[config.mk]
export PLATFORM = sky130hd
export DESIGN_NAME = cms_core
export DESIGN_NICKNAME = d
export VERILOG_FILES = /design/src/design/cms_mul8.v /design/src/design/cms_core.v
export VERILOG_INCLUDE_DIRS = /design/src /design/src/design
export SDC_FILE = /design/constraint.sdc
export NUM_CORES = 2
export LEC_CHECK = 0
export BUFFER_PORTS_ARGS = -buffer_cell sky130_fd_sc_hd__buf_2
export CAP_MARGIN = 20
export CELL_PAD_IN_SITES_DETAIL_PLACEMENT = 1
export CELL_PAD_IN_SITES_GLOBAL_PLACEMENT = 1
export CORE_MARGIN = 5
export CORE_UTILIZATION = 58
export DETAILED_ROUTE_END_ITERATION = 16
export PLACE_DENSITY = 0.95
export SYNTH_ARGS = -nofsm -noshare
export SYNTH_HDL_FRONTEND = slang
export SYNTH_SLANG_ARGS = --single-unit
[constraint.sdc]
create_clock -name i_core_clk -period 23.9 [get_ports i_core_clk]
set_input_delay 4.78 -clock i_core_clk [delete_from_list [all_inputs] [get_ports i_core_clk]]
set_output_delay 4.78 -clock i_core_clk [all_outputs]
set_load 0.005 [all_outputs]
[src/design/cms_core_regs.vh]
// constants for the move, multiply and or execution slice
`ifndef CMS_CORE_REGS_VH
`define CMS_CORE_REGS_VH

// opcodes
`define CMS_OP_NOP 8'h00
`define CMS_OP_MOV_DIR_IND 7'h43
`define CMS_OP_MOV_DIR_IMM 8'h75
`define CMS_OP_MOV_IND_ACC 7'h7B
`define CMS_OP_MOV_IND_DIR 7'h53
`define CMS_OP_MOV_IND_IMM 7'h3B
`define CMS_OP_MOV_C_BIT 8'hA2
`define CMS_OP_MOV_BIT_C 8'h92
`define CMS_OP_MOV_DATA_POINTER 8'h90
`define CMS_OP_CODE_BYTE_LOAD_DATA_POINTER 8'h93
`define CMS_OP_CODE_BYTE_LOAD_PC 8'h83
`define CMS_OP_EXTERNAL_DATA_MOVE_RD_IND 7'h71
`define CMS_OP_EXTERNAL_DATA_MOVE_WR_IND 7'h79
`define CMS_OP_EXTERNAL_DATA_MOVE_RD_DP 8'hE0
`define CMS_OP_EXTERNAL_DATA_MOVE_WR_DP 8'hF0
`define CMS_OP_MUL 8'hA4
`define CMS_OP_ORL_A_REG 5'h09
`define CMS_OP_ORL_A_DIR 8'h45
`define CMS_OP_ORL_A_IND 7'h23
`define CMS_OP_ORL_A_IMM 8'h44
`define CMS_OP_ORL_DIR_A 8'h42
`define CMS_OP_ORL_DIR_IMM 8'h43

// special function register addresses
`define CMS_SFR_LOW_PORT 8'h80
`define CMS_SFR_DPL 8'h82
`define CMS_SFR_DPH 8'h83
`define CMS_SFR_HIGH_PORT 8'hA0
`define CMS_SFR_PSW 8'hD0
`define CMS_SFR_ACC 8'hE0
`define CMS_SFR_B 8'hF0

// status word fields
`define CMS_PSW_CY 7
`define CMS_PSW_OV 2
`define CMS_PSW_BANK_HI 4
`define CMS_PSW_BANK_LO 3

// reset values
`define CMS_RST_PORT 8'hFF
`define CMS_RST_BYTE 8'h00

// clock slots inside one instruction
`define CMS_T_OPCODE 8'h00
`define CMS_T_BYTE1 8'h01
`define CMS_T_BYTE2 8'h02
`define CMS_T_EXEC 8'h03
`define CMS_T_ALE_OFF 8'h04
`define CMS_T_STB_ON 8'h05
`define CMS_T_CAPTURE 8'h0A
`define CMS_MC_CLKS 6
`endif

[src/design/cms_mul8.v]
// unsigned 8x8 multiplier with overflow detect
`timescale 1ns/100ps
module cms_mul8 #(
  parameter W = 8
) (
  input wire [W-1:0] i_a,
  input wire [W-1:0] i_b,
  output wire [W-1:0] o_lo,
  output wire [W-1:0] o_hi,
  output wire o_ovf
);
  wire [2*W-1:0] prod;
  assign prod = i_a * i_b;
  assign o_lo = prod[W-1:0];
  assign o_hi = prod[2*W-1:W];
  // any high bit set means the product passed 255
  assign o_ovf = |prod[2*W-1:W]; // [RQ14]
endmodule // cms_mul8

[src/design/cms_core.v]
// execution slice: byte/bit moves, pointer load, code and external moves, multiply, or
// Operation
// [RQ1] move @index to direct: opcode 1000011i, two bytes, two machine cycles
// [RQ2] move immediate to direct: 01110101, address then data, three bytes, two cycles
// [RQ3] store accumulator at @index: 1111011i, one byte, one cycle
// [RQ4] move direct to @index: 1010011i, two bytes, two cycles
// [RQ5] move immediate to @index: 0111011i, two bytes, one cycle
// [RQ6] bit moves use carry plus an addressable bit; A2 one cycle, 92 two
// [RQ7] pointer load 10010000: first operand high half, second low, flags kept
// [RQ8] code load address is accumulator plus 16-bit base, full carry, flags kept
// [RQ9] program counter base: advance past instruction first; one byte, two cycles
// [RQ10] data pointer base code load leaves data pointer untouched
// [RQ11] external move by index: 8-bit address muxed on low port bus, two cycles
// [RQ12] external move by pointer: high byte on high bus, low byte muxed
// [RQ13] high port latch keeps its contents while pins show pointer high byte
// [RQ14] multiply: low byte to accumulator, high to multiplier reg, overflow, carry cleared
// [RQ15] no operation only advances the program counter
// [RQ16] logical or stores bitwise or in destination, flags unchanged, six source forms
// [RQ17] or on an output port reads the output latch, not the pins
// [RQ18] or with bank register: 01001rrr, one byte
// [RQ19] moves copy source to destination, source and other state untouched
// [RQ20] external accesses drive address latch, read and write strobes
`timescale 1ns/100ps
`include "cms_core_regs.vh"
module cms_core #(
  parameter MC_CLKS = `CMS_MC_CLKS,
  parameter RAM_DEPTH = 256
) (
  input wire i_core_clk,
  input wire i_sys_rst,
  output wire [15:0] o_code_addr,
  input wire [7:0] i_code_data,
  output wire [7:0] o_low_port_bus,
  output wire o_low_port_oe,
  input wire [7:0] i_low_port_bus,
  output wire [7:0] o_high_port_bus,
  output wire o_ale,
  output wire o_rd_n,
  output wire o_wr_n,
  output wire o_instr_done,
  output wire o_illegal,
  output wire [15:0] o_program_counter,
  output wire [7:0] o_acc,
  output wire [7:0] o_mul_reg,
  output wire [7:0] o_psw,
  output wire [15:0] o_data_pointer
);
  localparam [7:0] MC8 = MC_CLKS[7:0];

  reg [7:0] ram [0:RAM_DEPTH-1];
  reg [15:0] pc_ff;
  reg [7:0] acc_ff, b_ff, psw_ff, dpl_ff, dph_ff, lo_latch_ff, hi_latch_ff;
  reg [7:0] op_ff, b1_ff, b2_ff, t_ff;
  reg ale_ff, rd_ff, wr_ff, lo_oe_ff, hi_dp_ff, done_ff, ill_ff;
  reg [7:0] lo_out_ff;
  reg [7:0] sync1_ff, sync2_ff, sync3_ff, pin_ff;

  // decode: {legal, bytes[1:0], cycles[2:0]}
  function [5:0] decode;
    input [7:0] op;
    begin
      if (op[7:1] == `CMS_OP_MOV_DIR_IND || op[7:1] == `CMS_OP_MOV_IND_DIR)
        decode = 6'h32; // [RQ1] [RQ4]
      else if (op[7:1] == `CMS_OP_MOV_IND_ACC)
        decode = 6'h29; // [RQ3]
      else if (op[7:1] == `CMS_OP_MOV_IND_IMM)
        decode = 6'h31; // [RQ5]
      else if (op[7:1] == `CMS_OP_EXTERNAL_DATA_MOVE_RD_IND || op[7:1] == `CMS_OP_EXTERNAL_DATA_MOVE_WR_IND)
        decode = 6'h2A; // [RQ11]
      else if (op[7:1] == `CMS_OP_ORL_A_IND || op[7:3] == `CMS_OP_ORL_A_REG)
        decode = 6'h29; // [RQ18]
      else begin
        case (op)
          `CMS_OP_NOP: decode = 6'h29; // [RQ15]
          `CMS_OP_MOV_DIR_IMM: decode = 6'h3A; // [RQ2]
          `CMS_OP_MOV_C_BIT: decode = 6'h31; // [RQ6]
          `CMS_OP_MOV_BIT_C: decode = 6'h32; // [RQ6]
          `CMS_OP_MOV_DATA_POINTER: decode = 6'h3A;
          `CMS_OP_CODE_BYTE_LOAD_DATA_POINTER: decode = 6'h2A;
          `CMS_OP_CODE_BYTE_LOAD_PC: decode = 6'h2A; // [RQ9]
          `CMS_OP_EXTERNAL_DATA_MOVE_RD_DP: decode = 6'h2A; // [RQ12]
          `CMS_OP_EXTERNAL_DATA_MOVE_WR_DP: decode = 6'h2A;
          `CMS_OP_MUL: decode = 6'h2C;
          `CMS_OP_ORL_A_DIR: decode = 6'h31;
          `CMS_OP_ORL_A_IMM: decode = 6'h31;
          `CMS_OP_ORL_DIR_A: decode = 6'h31;
          `CMS_OP_ORL_DIR_IMM: decode = 6'h3A;
          default: decode = 6'h09;
        endcase
      end
    end
  endfunction

  // direct-space read; rmw selects the low port latch over its pins; the high port always reads its latch
  function [7:0] rd_dir;
    input [7:0] a;
    input rmw;
    begin
      if (!a[7])
        rd_dir = ram[a];
      else begin
        case (a)
          `CMS_SFR_LOW_PORT: rd_dir = rmw ? lo_latch_ff : pin_ff; // [RQ17]
          `CMS_SFR_HIGH_PORT: rd_dir = hi_latch_ff;
          `CMS_SFR_DPL: rd_dir = dpl_ff;
          `CMS_SFR_DPH: rd_dir = dph_ff;
          `CMS_SFR_PSW: rd_dir = psw_ff;
          `CMS_SFR_ACC: rd_dir = acc_ff;
          `CMS_SFR_B: rd_dir = b_ff;
          default: rd_dir = `CMS_RST_BYTE;
        endcase
      end
    end
  endfunction

  wire [5:0] dec = decode(op_ff);
  wire [1:0] nbytes = dec[4:3];
  wire [7:0] t_last = {5'h00, dec[2:0]} * MC8 - 8'h01;
  wire [1:0] bank = psw_ff[`CMS_PSW_BANK_HI:`CMS_PSW_BANK_LO];
  wire [7:0] ri_addr = ram[{3'b000, bank, 2'b00, op_ff[0]}];
  wire [7:0] ri_data = ram[ri_addr];
  wire [7:0] rn_data = ram[{3'b000, bank, op_ff[2:0]}];
  wire [7:0] bit_byte = b1_ff[7] ? {b1_ff[7:3], 3'b000} : {4'h2, b1_ff[6:3]};
  wire [7:0] bit_val = rd_dir(bit_byte, 1'b0);
  wire [7:0] bit_latch = rd_dir(bit_byte, 1'b1);
  wire is_x_ind = (op_ff[7:1] == `CMS_OP_EXTERNAL_DATA_MOVE_RD_IND) || (op_ff[7:1] == `CMS_OP_EXTERNAL_DATA_MOVE_WR_IND);
  wire is_x_dp = (op_ff == `CMS_OP_EXTERNAL_DATA_MOVE_RD_DP) || (op_ff == `CMS_OP_EXTERNAL_DATA_MOVE_WR_DP);
  wire is_x_wr = op_ff[4];
  wire is_code_byte_load = (op_ff == `CMS_OP_CODE_BYTE_LOAD_DATA_POINTER) || (op_ff == `CMS_OP_CODE_BYTE_LOAD_PC);
  // pc already sits past this one-byte opcode when the sum is formed
  wire [15:0] code_byte_load_base = (op_ff == `CMS_OP_CODE_BYTE_LOAD_PC) ? pc_ff : {dph_ff, dpl_ff}; // [RQ9] [RQ10]
  wire [15:0] code_byte_load_addr = code_byte_load_base + {8'h00, acc_ff}; // [RQ8]
  wire exec = (t_ff == `CMS_T_EXEC);
  wire [7:0] mul_lo, mul_hi;
  wire mul_ovf;

  cms_mul8 #(
    .W(8)
  ) u_mul (
    .i_a(acc_ff),
    .i_b(b_ff),
    .o_lo(mul_lo),
    .o_hi(mul_hi),
    .o_ovf(mul_ovf)
  );

  // execute-slot write requests
  reg dw_en, iw_en, acc_en, b_en, cy_en, ov_en, dp_en;
  reg [7:0] dw_a, dw_d, iw_d, acc_d;
  reg cy_d, ov_d;
  always @* begin
    dw_en = 1'b0;
    iw_en = 1'b0;
    acc_en = 1'b0;
    b_en = 1'b0;
    cy_en = 1'b0;
    ov_en = 1'b0;
    dp_en = 1'b0;
    dw_a = b1_ff;
    dw_d = `CMS_RST_BYTE;
    iw_d = `CMS_RST_BYTE;
    acc_d = `CMS_RST_BYTE;
    cy_d = 1'b0;
    ov_d = 1'b0;
    if (op_ff[7:1] == `CMS_OP_MOV_DIR_IND) begin
      dw_en = 1'b1;
      dw_d = ri_data; // [RQ1] [RQ19]
    end else if (op_ff[7:1] == `CMS_OP_MOV_IND_ACC) begin
      iw_en = 1'b1;
      iw_d = acc_ff; // [RQ3]
    end else if (op_ff[7:1] == `CMS_OP_MOV_IND_DIR) begin
      iw_en = 1'b1;
      iw_d = rd_dir(b1_ff, 1'b0); // [RQ4]
    end else if (op_ff[7:1] == `CMS_OP_MOV_IND_IMM) begin
      iw_en = 1'b1;
      iw_d = b1_ff; // [RQ5]
    end else if (op_ff[7:1] == `CMS_OP_ORL_A_IND) begin
      acc_en = 1'b1;
      acc_d = acc_ff | ri_data; // [RQ16]
    end else if (op_ff[7:3] == `CMS_OP_ORL_A_REG) begin
      acc_en = 1'b1;
      acc_d = acc_ff | rn_data; // [RQ18]
    end else begin
      case (op_ff)
        `CMS_OP_MOV_DIR_IMM: begin
          dw_en = 1'b1;
          dw_d = b2_ff; // [RQ2]
        end
        `CMS_OP_MOV_C_BIT: begin
          cy_en = 1'b1;
          cy_d = bit_val[b1_ff[2:0]]; // [RQ6]
        end
        `CMS_OP_MOV_BIT_C: begin
          dw_en = 1'b1;
          dw_a = bit_byte;
          dw_d = bit_latch;
          dw_d[b1_ff[2:0]] = psw_ff[`CMS_PSW_CY]; // [RQ6] [RQ19]
        end
        `CMS_OP_MOV_DATA_POINTER: dp_en = 1'b1; // [RQ7]
        `CMS_OP_CODE_BYTE_LOAD_DATA_POINTER, `CMS_OP_CODE_BYTE_LOAD_PC: begin
          acc_en = 1'b1;
          acc_d = i_code_data; // [RQ8]
        end
        `CMS_OP_MUL: begin
          acc_en = 1'b1;
          acc_d = mul_lo;
          b_en = 1'b1;
          ov_en = 1'b1;
          ov_d = mul_ovf;
          cy_en = 1'b1; // [RQ14]
        end
        `CMS_OP_ORL_A_DIR: begin
          acc_en = 1'b1;
          acc_d = acc_ff | rd_dir(b1_ff, 1'b0); // [RQ16]
        end
        `CMS_OP_ORL_A_IMM: begin
          acc_en = 1'b1;
          acc_d = acc_ff | b1_ff; // [RQ16]
        end
        `CMS_OP_ORL_DIR_A: begin
          dw_en = 1'b1;
          dw_d = rd_dir(b1_ff, 1'b1) | acc_ff; // [RQ16] [RQ17]
        end
        `CMS_OP_ORL_DIR_IMM: begin
          dw_en = 1'b1;
          dw_d = rd_dir(b1_ff, 1'b1) | b2_ff; // [RQ16] [RQ17]
        end
        default: dw_en = 1'b0;
      endcase
    end
  end

  // pin sampler; the filtered value moves only when stages two and three agree
  always @(posedge i_core_clk) begin
    if (i_sys_rst) begin
      sync1_ff <= `CMS_RST_BYTE;
      sync2_ff <= `CMS_RST_BYTE;
      sync3_ff <= `CMS_RST_BYTE;
      pin_ff <= `CMS_RST_BYTE;
    end else begin
      sync1_ff <= i_low_port_bus;
      sync2_ff <= sync1_ff;
      sync3_ff <= sync2_ff;
      if (sync2_ff == sync3_ff)
        pin_ff <= sync3_ff;
    end
  end

  // ram is left unreset; software owns its contents
  always @(posedge i_core_clk) begin
    if (exec && iw_en)
      ram[ri_addr] <= iw_d;
    else if (exec && dw_en && !dw_a[7])
      ram[dw_a] <= dw_d;
  end

  always @(posedge i_core_clk) begin
    if (i_sys_rst) begin
      pc_ff <= 16'h0000;
      acc_ff <= `CMS_RST_BYTE;
      b_ff <= `CMS_RST_BYTE;
      psw_ff <= `CMS_RST_BYTE;
      dpl_ff <= `CMS_RST_BYTE;
      dph_ff <= `CMS_RST_BYTE;
      lo_latch_ff <= `CMS_RST_PORT;
      hi_latch_ff <= `CMS_RST_PORT;
      op_ff <= `CMS_OP_NOP;
      b1_ff <= `CMS_RST_BYTE;
      b2_ff <= `CMS_RST_BYTE;
      t_ff <= `CMS_T_OPCODE;
      ale_ff <= 1'b0;
      rd_ff <= 1'b0;
      wr_ff <= 1'b0;
      lo_oe_ff <= 1'b1;
      lo_out_ff <= `CMS_RST_PORT;
      hi_dp_ff <= 1'b0;
      done_ff <= 1'b0;
      ill_ff <= 1'b0;
    end else begin
      done_ff <= 1'b0;
      ill_ff <= 1'b0;
      t_ff <= t_ff + 8'h01;
      // operand fetch, one code byte per clock
      if (t_ff == `CMS_T_OPCODE) begin
        op_ff <= i_code_data;
        pc_ff <= pc_ff + 16'h0001; // [RQ15]
      end
      if (t_ff == `CMS_T_BYTE1 && nbytes != 2'b01) begin
        b1_ff <= i_code_data;
        pc_ff <= pc_ff + 16'h0001;
      end
      if (t_ff == `CMS_T_BYTE2 && nbytes == 2'b11) begin
        b2_ff <= i_code_data;
        pc_ff <= pc_ff + 16'h0001;
      end
      if (exec) begin
        ill_ff <= ~dec[5];
        if (acc_en)
          acc_ff <= acc_d;
        if (b_en)
          b_ff <= mul_hi; // [RQ14]
        if (cy_en)
          psw_ff[`CMS_PSW_CY] <= cy_d;
        if (ov_en)
          psw_ff[`CMS_PSW_OV] <= ov_d;
        if (dp_en) begin
          dph_ff <= b1_ff; // [RQ7]
          dpl_ff <= b2_ff;
        end
        if (dw_en && dw_a[7]) begin
          case (dw_a)
            `CMS_SFR_LOW_PORT: lo_latch_ff <= dw_d;
            `CMS_SFR_HIGH_PORT: hi_latch_ff <= dw_d;
            `CMS_SFR_DPL: dpl_ff <= dw_d;
            `CMS_SFR_DPH: dph_ff <= dw_d;
            `CMS_SFR_PSW: psw_ff <= dw_d;
            `CMS_SFR_ACC: acc_ff <= dw_d;
            `CMS_SFR_B: b_ff <= dw_d;
            default: ill_ff <= 1'b0;
          endcase
        end
        // external cycle: address phase with latch enable
        if (is_x_ind || is_x_dp) begin
          ale_ff <= 1'b1; // [RQ20]
          lo_oe_ff <= 1'b1;
          lo_out_ff <= is_x_dp ? dpl_ff : ri_addr; // [RQ11] [RQ12]
          hi_dp_ff <= is_x_dp; // [RQ12]
        end
      end
      if ((is_x_ind || is_x_dp) && t_ff == `CMS_T_ALE_OFF)
        ale_ff <= 1'b0;
      if ((is_x_ind || is_x_dp) && t_ff == `CMS_T_STB_ON) begin
        // bus is released for reads so memory can drive it
        rd_ff <= ~is_x_wr; // [RQ20]
        wr_ff <= is_x_wr;
        lo_oe_ff <= is_x_wr;
        lo_out_ff <= acc_ff;
      end
      if ((is_x_ind || is_x_dp) && t_ff == `CMS_T_CAPTURE) begin
        if (!is_x_wr)
          acc_ff <= pin_ff; // [RQ20]
        rd_ff <= 1'b0;
        wr_ff <= 1'b0;
        lo_oe_ff <= 1'b1;
        lo_out_ff <= lo_latch_ff;
        hi_dp_ff <= 1'b0;
      end
      if (t_ff == t_last) begin
        t_ff <= `CMS_T_OPCODE;
        done_ff <= 1'b1;
      end
      if (!(is_x_ind || is_x_dp) && t_ff != `CMS_T_OPCODE && !rd_ff && !wr_ff)
        lo_out_ff <= lo_latch_ff;
    end
  end

  // the code address leaves the pc only for the table read slot
  assign o_code_addr = (exec && is_code_byte_load) ? code_byte_load_addr : pc_ff; // [RQ8]
  assign o_low_port_bus = lo_out_ff;
  assign o_low_port_oe = lo_oe_ff;
  // latch stays put while the pins carry the pointer high byte
  assign o_high_port_bus = hi_dp_ff ? dph_ff : hi_latch_ff; // [RQ13]
  assign o_ale = ale_ff;
  assign o_rd_n = ~rd_ff;
  assign o_wr_n = ~wr_ff;
  assign o_instr_done = done_ff;
  assign o_illegal = ill_ff;
  assign o_program_counter = pc_ff;
  assign o_acc = acc_ff;
  assign o_mul_reg = b_ff;
  assign o_psw = psw_ff;
  assign o_data_pointer = {dph_ff, dpl_ff};
endmodule // cms_core

==> reports/results.ini, run 1 <==
[status]
status=did not finish
stop_stage=global routing
error=[ERROR GRT-0232] Routing congestion too high. Check the congestion heatmap in the GUI.

[yosys]
synthTopCellsByArea=edfxtp_1, mux4_2, mux2i_1, nand2_1, nand3_1
ys_types=104
synth_top_area_share_pct=53.37
synth_ff_type=edfxtp_1
syn_inst=8659
syn_area_per_cell_sq_um=13.31
yosys_warnings=0
synth_edf_count=2048
synth_area_sq_um=115200
ys_seq_area_share_pct=56.13
async_flop_share_pct=0
synth.largest_area_cell=edfxtp_1
syn-num-nets=8768
ys_seq_elements=2207

[clock_tree]
numCtsBuffers=222
cts_resized=0
max-clock-path-buffers=3
postCtsSetupBuffers=0
cts-hold-fix-buffers=0
numClockSinks=2207
h-tree-depth=4
cts_root_buffer=clkbuf_16

[placed_design]
dp_slack_ps=13550
place_hpwl_um=345900
portBuffers=111
gp_congestion=1.042

[global_route]
grt_max_degree=193
antenna_found_initial=171
overflow=478
track_usage_pct=78.49

[die]
start_util_pct=58.37
dieWidth_um=455.8
num_io_pins=112
dieHeight_um=455.8
num_rows=163

[synth_stat cells, types with 42 or more instances]
cell type / instances
a211oi_1: 54
a21oi_1: 217
a221oi_1: 42
a22oi_1: 119
a31oi_1: 71
a32oi_1: 43
and2_1: 72
and3_1: 42
buf_1: 80
buf_2: 204
clkbuf_1: 311
dfxtp_1: 159
edfxtp_1: 2048
ha_1: 53
inv_1: 73
mux2_2: 45
mux2i_1: 702
mux4_2: 737
nand2_1: 1248
nand3_1: 649
nand4_1: 71
nor2_1: 587
nor2b_1: 57
nor3_1: 87
o211ai_1: 42
o21ai_0: 120
o22ai_1: 71
[routing by layer]
metal  GRT usage [%]  GRT overflow
met5           62.73             6
met4           74.07           174
met3           74.60            54
met2           88.16           188
met1           75.72            56
[stage by stage]
stage | instances | utilization (%) | hold slack [ps] | cell area (sq um)
after CTS | 11414 | 63.79 | 456.0 | 125900
after floorplan | 8659 | - | 413.8 | 115200
after detailed placement | 11003 | 60.03 | 447.2 | 118500
after global placement | 10980 | 59.91 | 431.4 | 118300
[logic make-up after synthesis]
kind of cell    share of synthesized area, %
buf+inv                                3.073
mux                                    21.08
flops                                  56.13
compound gates                         6.546
xor+xnor                              0.3800
simple gates                           11.56
fa+ha+maj                              1.236
==> run 2: changes to the inputs <==
--- a/config.mk
+++ b/config.mk
@@ -8,12 +8,10 @@
 export LEC_CHECK = 0
 export BUFFER_PORTS_ARGS = -buffer_cell sky130_fd_sc_hd__buf_2
 export CAP_MARGIN = 20
-export CELL_PAD_IN_SITES_DETAIL_PLACEMENT = 1
-export CELL_PAD_IN_SITES_GLOBAL_PLACEMENT = 1
 export CORE_MARGIN = 5
-export CORE_UTILIZATION = 58
+export CORE_UTILIZATION = 40
 export DETAILED_ROUTE_END_ITERATION = 16
-export PLACE_DENSITY = 0.95
+export PLACE_DENSITY_LB_ADDON = 0.15
 export SYNTH_ARGS = -nofsm -noshare
 export SYNTH_HDL_FRONTEND = slang
 export SYNTH_SLANG_ARGS = --single-unit
==> reports/results.ini, run 2 <==
[final_layout]
nNetsFinal=8775
layout_commonest_cell=edfxtp_1
mostFrequentLayoutCells=edfxtp_1, nand2_1, mux4_2
n_fill_cell=25776
stdcell_count=12681
largest_reg_flops=2048
postLayoutCoreUtil_pct=44.63
top_register=ram
drive_above_1_share_pct=19.09
area_growth_pct=11.30
stdcell_area_sq_um=128300

[drt]
vias=84964
drt_iter0_drc=12517
wl_um=492700
viasPerCell=6.700
drc_errors=0
first_pass_iters=10
drt.antenna.violating_nets=0
wl_per_cell_um=38.85

[die]
die_area_sq_um=298900
coreArea_sq_um=287400
dieHeight_um=546.8
num_rows=197
dieWidth_um=546.8
start_util_pct=40.10
num_io_pins=112

[placed_design]
portBuffers=111
dp.cells=12187
place_hpwl_um=330500
gp_congestion=1.009
dp_slack_ps=13230
placed_cell_area_sq_um=120300

[global_route]
track_usage_pct=31.89
grt_pass1_vias=80837
grt_busiest_layer=met2
grt_max_degree=185
grtUsageMet1_pct=41.42
grt_first_pass_wirelength_um=673700
overflow=0
grt_use_met2_pct=48.12
use_met3_pct=7.954
antenna_found_initial=33

[timing]
hold_ws_ps=450.7
fin_skew_ps=52.64
hold_viol_final=0
finalSetupTns_ps=0
finalSetupViolCount=0
relSlewSlack_pct=5.475
drv_slew=0
tightest_slew_ps=1418
period_share_pct=48.52
rsz0062_at_grt=false
period_needed_ps=11600
fmax_mhz=86.24
fin_ws_ps=12300

[yosys]
ys_types=104
synthTopCellsByArea=edfxtp_1, mux4_2, mux2i_1, nand2_1, nand3_1
ys_seq_area_share_pct=56.13
async_flop_share_pct=0
synth.largest_area_cell=edfxtp_1
synth_area_sq_um=115200
synth_edf_count=2048
syn-num-nets=8768
syn_inst=8659
yosys_warnings=0
syn_area_per_cell_sq_um=13.31
ys_seq_elements=2207
synth_ff_type=edfxtp_1
synth_top_area_share_pct=53.37
synth_common_cells=edfxtp_1, nand2_1, mux4_2
synthMostInstantiatedCell=edfxtp_1

[power_and_ir_drop]
p_per_area_nw_per_um2=63.45
total_power_mw=8.139
p_leak_nw=38.49
peakVddDrop_v=0.00006466

[clock_tree]
cts_root_buffer=clkbuf_16
max-clock-path-buffers=4
cts_resized=0
cts_tree=built
h-tree-depth=4
cts-hold-fix-buffers=0
clk-insertion-delay-late_ps=940
numClockSinks=2207
numCtsBuffers=245
postCtsSetupBuffers=0
path_clk_slew_ps=60

[status]
status=finished clean

[critical_path]
worst_setup_path_start_kind=register
crit_required_ps=19120
end_kind=primary output
crit_path_frequent_cell=a21oi_1
crit_type=register to primary output
crit_path_max_incr_delay_ps=960
critPathArrivalTime_ps=6820
crit_chain=nor3b_1 -> and4_1 -> nand2b_1 -> nand2_1 -> nand2_1 -> ha_1 -> fa_1 -> a21o_1 -> a21oi_1 -> o21bai_1 -> a21oi_1 -> o21bai_1 -> a21oi_1 -> or2_2 -> a21oi_1 -> o21ai_0 -> nand2_1 -> o211ai_1 -> buf_2
cp_slowest_cell=dfxtp_4
cp_max_fo=47

[min_path]
min_path_type=register to register

[flow_run]
cap_violations=0

## run 2: cell counts after synthesis
No cell type changed its count.
## run 2: cells by family after synthesis
group | count (synthesis) | synth area share [%]
fa+ha+maj | 91 | 1.236
flops | 2207 | 56.13
compound gates | 1074 | 6.546
mux | 1495 | 21.08
xor+xnor | 50 | 0.3800
buf+inv | 755 | 3.073
simple gates | 2987 | 11.56
## run 2: final cells by class
| type | instances | area (sq um) | share of cell area (%) |
|---|---|---|---|
| multi-input combinational | 5697 | 47430 | 36.97 |
| clock inverter | 146 | 1205 | 0.9394 |
| tap | 3781 | 4731 | 3.688 |
| clock buffer | 312 | 6574 | 5.125 |
| timing repair buffer | 436 | 3258 | 2.540 |
| antenna | 23 | 57.56 | 0.04487 |
| inverter | 79 | 299.0 | 0.2331 |
| sequential | 2207 | 64720 | 50.45 |
## run 2: power breakdown
group	total (mW)	switching (mW)	internal, mW
Sequential	4.18	0.0210	4.16
Combinational	0.206	0.138	0.0685
Clock	3.75	1.66	2.09
Total	8.14	1.81	6.32
## run 2: critical path: cells and delay by family (launching register included)
| kind | cells | cell delay [ps] |
|---|---|---|
| AOI/OAI and AO/OA | 9 | 1550 |
| adders and majority gates | 2 | 650 |
| buffers and inverters | 1 | 180 |
| DFF | 1 | 960 |
| and+or+nand+nor | 7 | 2560 |
## run 2: worst paths after layout
path | slack [ps] | from | depth (start not counted) | end
max | 12300 | op_ff[1] | 19 | o_code_addr[12]
min | 450 | sync1_ff[5] | 1 | sync2_ff[5]
max reg2reg | 13890 | op_ff[0] | 18 | ram[192][1]
min reg2reg | 450 | sync1_ff[5] | 1 | sync2_ff[5]
## run 2: per-layer routing
| metal | vias to the layer above | wire (um) |
|---|---|---|
| met5 | - | 133 |
| met4 | 20 | 37130 |
| met3 | 1235 | 54190 |
| met2 | 5968 | 217800 |
| met1 | 43830 | 183400 |
| li1 | 33911 | - |
(Power assumes the default switching activity.)
